File: src/verilog/dsl_pkg.sv
package dsl_pkg;

	// ----------------------------------------------------------------
	// Timing
	// ----------------------------------------------------------------
	localparam int CLK_HZ         = 40_000_000;
	localparam int FLASH_HALF_MS  = 500;
	localparam int FLASH_HALF_CYC = CLK_HZ / 1000 * FLASH_HALF_MS;

	// ----------------------------------------------------------------
	// Error memory and reset values
	// ----------------------------------------------------------------
	localparam int          HIST_DEPTH = 10;
	localparam logic [15:0] NO_ERROR   = 16'h0000;
	localparam logic [15:0] ASW_RESET  = 16'h0000;

	// Action state word bit positions
	localparam int ASW_WARN  = 0;
	localparam int ASW_QSTOP = 1;
	localparam int ASW_FAULT = 2;
	localparam int ASW_FATAL = 3;
	localparam int ASW_ASYNC = 4;

	// Operating state codes shown on the LEDs
	localparam logic [3:0] OP_START   = 4'h1;
	localparam logic [3:0] OP_QSTOP   = 4'h7;
	localparam logic [3:0] OP_FAULT   = 4'h9;
	localparam logic [3:0] OP_NO_FW   = 4'ha;
	localparam logic [3:0] OP_INT_ERR = 4'hb;

	// ----------------------------------------------------------------
	// Types
	// ----------------------------------------------------------------
	typedef enum logic [2:0] {
		CL_WARN      = 3'h0,
		CL_QSTOP7    = 3'h1,
		CL_QSTOP9    = 3'h2,
		CL_FATAL_ACK = 3'h3,
		CL_FATAL_NAK = 3'h4
	} dsl_class_t;

	typedef enum logic [2:0] {
		RSP_OK      = 3'h0,
		RSP_EXEC    = 3'h1,
		RSP_RANGE   = 3'h2,
		RSP_INVALID = 3'h3,
		RSP_UNKNOWN = 3'h4
	} dsl_rsp_t;

	typedef struct packed {logic green; logic red;} dsl_led_t;
	typedef struct packed {logic [15:0] num; dsl_class_t cls;} dsl_entry_t;
	typedef struct packed {logic valid; logic [15:0] num; dsl_class_t cls;} dsl_err_t;
	typedef struct packed {
		logic valid;
		logic known;
		logic inRange;
		logic execFail;
		logic invalid;
	} dsl_cmd_t;
	typedef struct packed {logic valid; logic err; dsl_rsp_t code;} dsl_reply_t;
	typedef struct packed {
		logic powerGood;
		logic selfTest;
		logic configured;
		logic recoverable;
		logic unrecoverable;
		logic noFirmware;
		logic internalErr;
	} dsl_dev_t;
	typedef struct packed {
		logic hasIp;
		logic connUp;
		logic toutEvt;
		logic toutClear;
		logic dupIp;
	} dsl_net_t;

endpackage

File: src/verilog/dsl_blink.sv
module dsl_blink
	import dsl_pkg::*;
#(
	parameter int HALF_CYC = FLASH_HALF_CYC
)(
	// Clock and reset
	input  wire logic clk,
	input  wire logic rst,
	// Flash phase
	output logic      phase
);

	localparam int HW = $clog2(HALF_CYC + 1);

	typedef struct packed {
		logic [HW-1:0] cnt;
		logic          phase;
	} dsl_blink_t;

	dsl_blink_t s;
	dsl_blink_t next_s;

	// Divider: phase flips on each terminal count
	always_comb
	begin
		next_s = s;
		if (s.cnt == HW'(HALF_CYC - 1))
		begin
			next_s.cnt   = '0;
			next_s.phase = ~s.phase;
		end
		else
			next_s.cnt = s.cnt + 1'b1;
	end

	// State register
	always_ff @(posedge clk or posedge rst)
	begin
		if (rst)
			s <= '0;
		else
			s <= next_s;
	end

	assign phase = s.phase;

endmodule

File: src/verilog/dsl_top.sv
module dsl_top
	import dsl_pkg::*;
#(
	parameter int DEPTH    = HIST_DEPTH,
	parameter int HALF_CYC = FLASH_HALF_CYC
)(
	// Clock and reset
	input  wire logic        clk,
	input  wire logic        rst,
	// Asynchronous error events and acknowledge
	input  dsl_err_t         asyncErr,
	input  wire logic        errReset,
	input  wire logic [3:0]  driveState,
	// Error memory access
	input  wire logic        histClear,
	input  wire logic        histRewind,
	input  wire logic        histRead,
	output logic [15:0]      histRdNum,
	output dsl_class_t       histRdClass,
	output logic             histRdValid,
	// Fieldbus command check
	input  dsl_cmd_t         cmd,
	output dsl_reply_t       reply,
	// Error state
	output logic [15:0]      lastStopCause,
	output logic [15:0]      actionStateWord,
	output logic             quickStopReq,
	output logic             faultReq,
	output logic [3:0]       opCode,
	// Status inputs and LEDs
	input  dsl_dev_t         dev,
	input  dsl_net_t         net,
	output dsl_led_t         devLed,
	output dsl_led_t         netLed
);

	localparam int CW = $clog2(DEPTH + 1);

	// ----------------------------------------------------------------
	// State
	// ----------------------------------------------------------------
	typedef struct packed {
		dsl_entry_t [DEPTH-1:0] hist;
		logic [CW-1:0]          count;
		logic [CW-1:0]          rdPtr;
		logic [15:0]            rdNum;
		dsl_class_t             rdClass;
		logic                   rdValid;
		logic [15:0]            lastCause;
		logic [15:0]            asw;
		logic                   faultHold;
		logic                   fatalHold;
		logic                   qsReq;
		logic                   ftReq;
		logic [3:0]             op;
		dsl_reply_t             rsp;
		logic                   toutHold;
		dsl_led_t               dLed;
		dsl_led_t               nLed;
	} dsl_state_t;

	dsl_state_t s;
	dsl_state_t next_s;
	logic       phase;

	// Flash phase source
	dsl_blink #(
		.HALF_CYC (HALF_CYC)
	) u_blink (
		.clk   (clk),
		.rst   (rst),
		.phase (phase)
	);

	// ----------------------------------------------------------------
	// Next state
	// ----------------------------------------------------------------
	always_comb
	begin
		next_s = s;
		next_s.rdValid   = 1'b0;
		next_s.qsReq     = 1'b0;
		next_s.ftReq     = 1'b0;
		next_s.rsp.valid = 1'b0;

		// Error memory clear and read pointer rewind
		if (histClear)
		begin
			next_s.count = '0;
			next_s.rdPtr = '0;
		end
		if (histRewind)
			next_s.rdPtr = '0;

		// Sequential read, zero past the last entry
		if (histRead)
		begin
			next_s.rdValid = 1'b1;
			if (s.rdPtr < s.count)
			begin
				next_s.rdNum   = s.hist[s.rdPtr].num;
				next_s.rdClass = s.hist[s.rdPtr].cls;
				next_s.rdPtr   = s.rdPtr + 1'b1;
			end
			else
			begin
				next_s.rdNum   = NO_ERROR;
				next_s.rdClass = CL_WARN;
			end
		end

		// Acknowledge; a class four error ignores it
		if (errReset && !s.fatalHold)
		begin
			next_s.lastCause = NO_ERROR;
			next_s.asw       = ASW_RESET;
			next_s.faultHold = 1'b0;
		end

		// New error wins over clear in the same cycle
		if (asyncErr.valid)
		begin
			// Oldest entry drops out once full
			if (next_s.count == CW'(DEPTH))
			begin
				for (int i = 0; i < DEPTH - 1; i++)
					next_s.hist[i] = next_s.hist[i + 1];
				next_s.hist[DEPTH-1] = {asyncErr.num, asyncErr.cls};
			end
			else
			begin
				next_s.hist[next_s.count] = {asyncErr.num, asyncErr.cls};
				next_s.count = next_s.count + 1'b1;
			end
			// Only the triggering cause is kept
			if (next_s.lastCause == NO_ERROR)
				next_s.lastCause = asyncErr.num;
			next_s.asw[ASW_ASYNC] = 1'b1;
			unique case (asyncErr.cls)
				CL_WARN:
					next_s.asw[ASW_WARN] = 1'b1;
				CL_QSTOP7, CL_QSTOP9:
				begin
					next_s.asw[ASW_QSTOP] = 1'b1;
					next_s.qsReq          = 1'b1;
				end
				CL_FATAL_ACK:
				begin
					next_s.asw[ASW_FAULT] = 1'b1;
					next_s.faultHold      = 1'b1;
					next_s.ftReq          = 1'b1;
				end
				CL_FATAL_NAK:
				begin
					next_s.asw[ASW_FAULT] = 1'b1;
					next_s.asw[ASW_FATAL] = 1'b1;
					next_s.faultHold      = 1'b1;
					next_s.fatalHold      = 1'b1;
					next_s.ftReq          = 1'b1;
				end
				default:
					next_s.asw[ASW_WARN] = 1'b1;
			endcase
		end

		// Synchronous error reply, most specific cause first
		if (cmd.valid)
		begin
			next_s.rsp.valid = 1'b1;
			next_s.rsp.err   = 1'b1;
			if (!cmd.known)
				next_s.rsp.code = RSP_UNKNOWN;
			else if (cmd.invalid)
				next_s.rsp.code = RSP_INVALID;
			else if (!cmd.inRange)
				next_s.rsp.code = RSP_RANGE;
			else if (cmd.execFail)
				next_s.rsp.code = RSP_EXEC;
			else
			begin
				next_s.rsp.code = RSP_OK;
				next_s.rsp.err  = 1'b0;
			end
		end

		// Operating state code for the LEDs
		if (dev.internalErr)
			next_s.op = OP_INT_ERR;
		else if (dev.noFirmware)
			next_s.op = OP_NO_FW;
		else if (s.faultHold)
			next_s.op = OP_FAULT;
		else
			next_s.op = driveState;

		// Timeout stays until all are re-established; set wins
		if (net.toutClear)
			next_s.toutHold = 1'b0;
		if (net.toutEvt)
			next_s.toutHold = 1'b1;

		// Device status LED
		if (!dev.powerGood)
			next_s.dLed = '{green: 1'b0, red: 1'b0};
		else if (dev.selfTest)
			next_s.dLed = '{green: phase, red: ~phase};
		else if (dev.unrecoverable || s.fatalHold)
			next_s.dLed = '{green: 1'b0, red: 1'b1};
		else if (dev.recoverable)
			next_s.dLed = '{green: 1'b0, red: phase};
		else if (!dev.configured)
			next_s.dLed = '{green: phase, red: 1'b0};
		else
			next_s.dLed = '{green: 1'b1, red: 1'b0};

		// Network status LED, most severe first
		if (!dev.powerGood)
			next_s.nLed = '{green: 1'b0, red: 1'b0};
		else if (dev.selfTest)
			next_s.nLed = '{green: phase, red: ~phase};
		else if (net.dupIp)
			next_s.nLed = '{green: 1'b0, red: 1'b1};
		else if (s.toutHold)
			next_s.nLed = '{green: 1'b0, red: phase};
		else if (net.connUp)
			next_s.nLed = '{green: phase, red: 1'b0};
		else if (net.hasIp)
			next_s.nLed = '{green: 1'b1, red: 1'b0};
		else
			next_s.nLed = '{green: 1'b0, red: 1'b0};
	end

	// ----------------------------------------------------------------
	// State register
	// ----------------------------------------------------------------
	always_ff @(posedge clk or posedge rst)
	begin
		if (rst)
		begin
			s           <= '0;
			s.lastCause <= NO_ERROR;
			s.asw       <= ASW_RESET;
			s.op        <= OP_START;
		end
		else
			s <= next_s;
	end

	// Outputs straight from the state
	assign histRdNum       = s.rdNum;
	assign histRdClass     = s.rdClass;
	assign histRdValid     = s.rdValid;
	assign reply           = s.rsp;
	assign lastStopCause   = s.lastCause;
	assign actionStateWord = s.asw;
	assign quickStopReq    = s.qsReq;
	assign faultReq        = s.ftReq;
	assign opCode          = s.op;
	assign devLed          = s.dLed;
	assign netLed          = s.nLed;
endmodule

File: config.mk
export PLATFORM = sky130hd
export DESIGN_NAME = dsl_top
export DESIGN_NICKNAME = d
export VERILOG_FILES = /design/src/verilog/dsl_pkg.sv /design/src/verilog/dsl_blink.sv /design/src/verilog/dsl_top.sv
export SDC_FILE = /design/constraint.sdc
export NUM_CORES = 1
export LEC_CHECK = 0
export BUFFER_PORTS_ARGS = -buffer_cell sky130_fd_sc_hd__buf_4
export CORE_MARGIN = 5
export CORE_UTILIZATION = 40
export DETAILED_ROUTE_END_ITERATION = 10
export SLEW_MARGIN = 15
export SYNTH_ARGS = -nofsm -noshare
export SYNTH_HDL_FRONTEND = slang
export SYNTH_SLANG_ARGS = --single-unit
File: constraint.sdc
create_clock -name clk -period 30 [get_ports clk]
set_input_delay 7.5 -clock clk [delete_from_list [all_inputs] [get_ports clk]]
set_output_delay 7.5 -clock clk [all_outputs]
set_load 0.01 [all_outputs]
After elaboration in Yosys (flattened, before gate mapping)
Index checks and enable logic that the tools add are counted.

Add/sub/neg operators: 3. $lt $le $gt $ge: 4. Eq/ne operators: 6. Multiplexer cells: 51. Bitwise gates (word level): 1. Reduce and logical (&&, ||, !) cells: 11.

Operators with widths (count): 190-bit bitwise mux (1); 190-bit two-way mux (1); 19-bit binary-select mux with 4-bit select (1); 19-bit demux with 4-bit select (1); 19-bit two-way mux (3); 33-bit two-way mux (1); 16-bit two-way mux (2); 4-bit two-way mux (7); 2-bit two-way mux (13); 25-bit by 1-bit adder with 25-bit output (second input constant) (1); 25-bit equality test (second input constant) (1); 25-bit two-way mux (1); 24-bit two-way mux (1); 16-bit logical NOT (1); 1-bit two-way mux (15); 4-bit by 5-bit less-than comparator with 1-bit output (second input constant) (2); 9-bit two-way mux (1); 4-bit by 1-bit adder with 4-bit output (second input constant) (2); 8-bit two-way mux (1); 3-bit by 2-bit equality test with 1-bit output (second input constant) (2); 5-bit two-way mux (1); 4-bit equality test (second input constant) (1); 4-bit by 1-bit greater-or-equal comparator with 1-bit output (second input constant) (1); 4-bit less-than comparator (1); 11 further kinds (14).

Register bits after elaboration: 283. Bits of input ports: 47. Word-level logic and storage cells: 119.

Logic depth before layout (Yosys ltp)
Depth in word-level cells: 7. Gate-level depth with buffers: 11. Mapped depth without buffers: 7.

Cells and area by module
Synthesis repeated with hierarchy kept, for this count alone.

Cell total of the unflattened synthesis: 1222. Area total of the unflattened synthesis: 14390.1 um^2.

By module, submodules not included: dsl_top (instances 1, cells each 1108, area an instance 13117.6 um^2); dsl_blink (instances 1, cells each 114, area an instance 1272.5 um^2).

Worst setup path before layout
No wires, ideal clock.

Path kind: in2reg. Start point: in histClear. End point: reg s[193] in the netlist's numbering. Setup time: 0.121 ns. Arrival time: 9.459 ns. Data required time: 29.879 ns. Setup slack: 20.420 ns. Stages on the path: 10. Buffers on the path: 3. Cell sequence: clkbuf_1 nand2b_1 inv_1 ha_1 clkbuf_1 nand2_1 nor3_2 o21ai_1 clkbuf_1 a22o_1.

Word-level cells in the longest chain between the ends: 7. Elaborated cells between the ends (all ways): 9. Those cells by class: order compare: 2; eq/ne: 1; mux: 5; reduce/logical: 1.

RTL lines: from (decl) (RTL line dsl_top.sv:15) `input wire logic histClear,`; 8-bit two-way mux * (RTL line dsl_top.sv:87) `if (histClear)`; 4-bit by 5-bit less-than comparator with 1-bit output (not written as such) or 4-bit by 1-bit greater-or-equal comparator with 1-bit output (tied branches) (RTL line dsl_top.sv:132) `next_s.hist[next_s.count] = {asyncErr.num, asyncErr.cls};`; 1-bit logical AND (not written as such) (RTL line dsl_top.sv:132); 19-bit two-way mux (not written as such) (RTL line dsl_top.sv:132); 19-bit demux with 4-bit select (RTL line dsl_top.sv:132); 190-bit bitwise mux (RTL line dsl_top.sv:132); 190-bit two-way mux * (RTL line dsl_top.sv:124) `if (next_s.count == CW'(DEPTH))`; to (signal assigned) (RTL line dsl_top.sv:246) `s <= next_s;`; to (decl) (RTL line dsl_top.sv:62) `dsl_state_t s;`.

Every way passes the cells marked *; elsewhere a longest branch is shown, timed or not. A chain may end at the register's enable or synchronous reset.

Worst setup path in the final report
Start point: in histClear. End point: reg s[214] in the netlist's numbering.

Same word-level chain as after synthesis.

==> metrics.md <==
| Metric | Value |
|---|---|
| Sw frac | `0.306` |
| Die height | `approximately 200 µm` |
| CTS Hold Bufs | `0` |
| Total track usage | `0.208` |
| Sequential share of power | `0.440` |
| Clk root buf | `clkbuf_16` |
| Synthesized cell area | `0.0144 mm²` |
| DIE AREA | `between 0.03 and 0.04 mm²` |
| GP Congestion | `slightly above 0.8` |
| Yosys cell types | `67` |
| Setup bufs post-CTS | `0` |
| PwrDens | `73.3 mW/mm²` |
| Hold Violations, Final | `0` |
| Pleak | `between 0.007 and 0.008 µW` |
| Switching power summed over all nets | `between 300 and 400 µW` |
| Fillers | `between 3000 and 4000` |
| Die W | `200 µm` |
| RSZ-0062 raised after global routing | `no` |
| Dpl hpwl | `approximately 26000 µm` |
| Number of port buffers | `102` |
| Dominant synthesized flop cell | `dfrtp_1` |
| Status | `finished clean` |
| Routed Wire Length | `about 42000 µm` |
| Max-cap check violation count | `0` |
| Slowest cell on the critical path | `buf_4` |
| Mapped Cells | `approximately 1300` |
| Combinational Power Share | `0.239` |
| CP max stage delay | `0.83 ns` |
| Overall power | `around 1200 µW` |
| Final instance area | `0.0161 mm²` |
| Fin util | `0.453` |
| CTS resizes | `0` |
| Core area | `0.0356 mm²` |
| Final period utilization | `0.345` |
| Area after DPL | `0.0151 mm²` |
| Total congestion overflow | `0` |
| Clock transition at path regs | `0.06 ns` |
| Worst path cell trace | `buf_4 > nand2b_1 > inv_1 > ha_2 > nand2_1 > nor3_4 > buf_4 > buf_4 > a22o_1 > a22o_1` |
| Area Growth Syn to Fin | `11.9%` |
| Syn_area_per_cell | `around 12 µm²` |
| Worst path top cell family by delay | `buffers and inverters` |
| Routed len/inst | `~25 µm` |
| Rel. slew slack | `0.202` |
| First-pass GRT wire length | `around 65000 µm` |
| Final #Nets | `~1300` |
| Hold Path Class | `reg -> reg` |
| P_int | `roughly 820 µW` |
| Most common cell after layout, fill and taps aside | `dfrtp_1` |
| Max Root-Sink Buffers | `3` |
| # DRC | `0` |
| Synth Register Bits | `between 200 and 300` |
| Initial Utilization | `0.405` |
| Post-synth EDFFs | `0` |
| Maximum fanout along the worst path | `84` |
| CP arrival | `around 11 ns` |
| Clock Power Share | `0.321` |
| Proportion of layout cells with a drive suffix above 1 | `0.224` |
| Vias in the first global route | `between 10000 and 15000` |
| Sequential share of the synthesized area | `0.491` |
| Clk sinks | `about 280` |
| Maximum clock rate | `96.6 MHz` |
| Initial antenna violation count | `0` |
| Number of vias per cell | `slightly above 6` |
| Crit-path most repeated cell | `buf_4` |
| Skew final | `about 0.0080 ns` |
| Worst vdd ir | `approximately 0.057 mV` |
| Startpoint types | `input port` |
| Multi-input logic area | `0.00630 mm²` |
| DR iter-0 viols | `approximately 1200` |
| Setup_tns | `0 ns` |
| Clk_lat worst skew | `about 0.55 ns` |
| Most frequent cells in the layout | `dfrtp_1 (280), a22o_1 (208), buf_4 (131)` |
| # diodes | `0` |
| Final setup viols | `0` |
| Worst hold slack | `0.482 ns` |
| Crit path capture type | `flip-flop` |
| I/O pin count | `around 110` |
| Final max-slew violation count | `0` |
| Clock period minus worst slack | `10.36 ns` |
| H-tree Lvls | `1` |
| Post-synth ARST share | `1.00` |
| CTS Buf Count | `31` |
| Yosys warns | `0` |
| Req. time, crit path | `about 30 ns` |
| Largest net degree at the start of global routing | `152` |
| Row cnt | `69` |
| Buffers plus inverters on the worst setup path | `4` |
| DR vias | `roughly 11000` |
| Sequential cell area | `around 0.0071 mm²` |
| Critical path class | `in -> reg` |
| Final antenna-violating net count | `0` |
| Worst-Margin Slew | `around 1.2 ns` |
| First-pass DRT Iterations | `5` |
| CTS tree | `built` |
-- path summary, 6_finish.rpt --
path,from,to,slack (ns),depth (start not counted)
worst max register to register,s[75]$_DFF_PP0_,s[214]$_DFFE_PP0P_,26.48,9
worst min-delay path,u_blink.s[1]$_DFF_PP0_,u_blink.s[1]$_DFF_PP0_,0.48,1
max in group asynchronous,rst,s[166]$_DFFE_PP0P_,21.46,3
worst max-delay path,histClear,s[214]$_DFFE_PP0P_,19.64,10
min in group asynchronous,rst,u_blink.s[20]$_DFF_PP0_,7.13,2
worst min register to register,u_blink.s[1]$_DFF_PP0_,u_blink.s[1]$_DFF_PP0_,0.48,1
-- final cells by class --
type | instances | share of cell area
Clock buffer | 45 | 0.0557
Clock inverter | 10 | 0.00667
Inverter | 38 | 0.00931
Multi-Input combinational cell | 754 | 0.391
Sequential cell | 283 | 0.440
Tap cell | 461 | 0.0358
Timing Repair Buffer | 132 | 0.0622
-- per-stage QoR --
stage	setup slack (ns)	cells
3_5_place_dp	18.73	1668
4_1_cts	19.32	1723
5_1_grt	19.49	1723
3_3_place_gp	18.82	1668
2_1_floorplan	14.69	1261
6_report	19.64	1723
-- synth_stat cells, types with 3 or more instances --
cell type    n  area [µm²]
a211oi_1    20         150
a21boi_1     3        22.5
a21o_1       4        30.0
a21oi_1     45         225
a221o_1     19         190
a22o_1     208        1820
a2bb2oi_1   19         166
a32oi_1     38         333
and2_1       3        18.8
and3_1       6        37.5
buf_1       10        37.5
buf_2       24         120
buf_4       64         480
clkbuf_1    87         327
dfrtp_1    282        7060
ha_1         9         113
inv_1       37         139
mux2_2      38         428
mux2i_1     22         220
mux4_2      38         856
nand2_1     21        78.8
nand2b_1     7        43.8
nand3_1     12        60.1
nand4_1      9        56.3
nor2_1      61         229
nor2b_1      7        43.8
nor3_1       6        30.0
nor4_1       5        31.3
nor4b_1      5        43.8
o21a_1       3        22.5
o21ai_0     30         150
o21ai_1      5        25.0
o22ai_1     40         250
or3_1        4        25.0
xnor2_1     16         140
xor2_1       8        70.1
-- flip-flops by register name (all words and copies together), names as in the netlist --
signal and cells:
s 201, u_blink.s 25, histRdNum 16, lastStopCause 16
actionStateWord 5, reply 5, opCode 4, histRdClass 3
devLed 2, netLed 2, faultReq 1, histRdValid 1
quickStopReq 1, u_blink.phase 1
-- layer usage --
metal	global-route usage	wire, µm	vias up
li1	-	-	4704
met1	0.317	19600	5503
met2	0.317	19000	390
met3	0.0287	2810	50
met4	0.0470	831	0
met5	0	0	-
-- worst register-to-register path, cell delays in order, from the launching register on --
cell and delay [ns]:
dfrtp_1 0.38, nand2b_1 0.12, inv_1 0.10, ha_2 0.62
nand2_1 0.22, nor3_4 0.16, buf_4 0.54, buf_4 0.84
a22o_1 0.37, a22o_1 0.13
-- power groups by stage --
stage          registers, µW  clock network (µW)  logic [µW]
6_report                 520                 380         283
5_1_grt                  528                 402         307
4_1_cts                  518                 386         284
3_5_place_dp             524                   0         284
3_3_place_gp             523                   0         279
2_1_floorplan            495                   0         228
-- cells by family (layout without fill, tap and decap cells) --
kind of cell / Yosys count / in the layout / share of synthesized area
AO/OA/AOI/OAI: 446 / 446 / 0.242
buffers and inverters: 224 / 225 / 0.0776
other: 1 / 11 / 0.000260
XOR/XNOR: 24 / 24 / 0.0146
AND/OR/NAND/NOR: 166 / 166 / 0.0614
multiplexers: 98 / 98 / 0.104
flip-flops: 283 / 283 / 0.491
adder cells (fa/ha/maj): 9 / 9 / 0.00781
(Power assumes the default switching activity.)
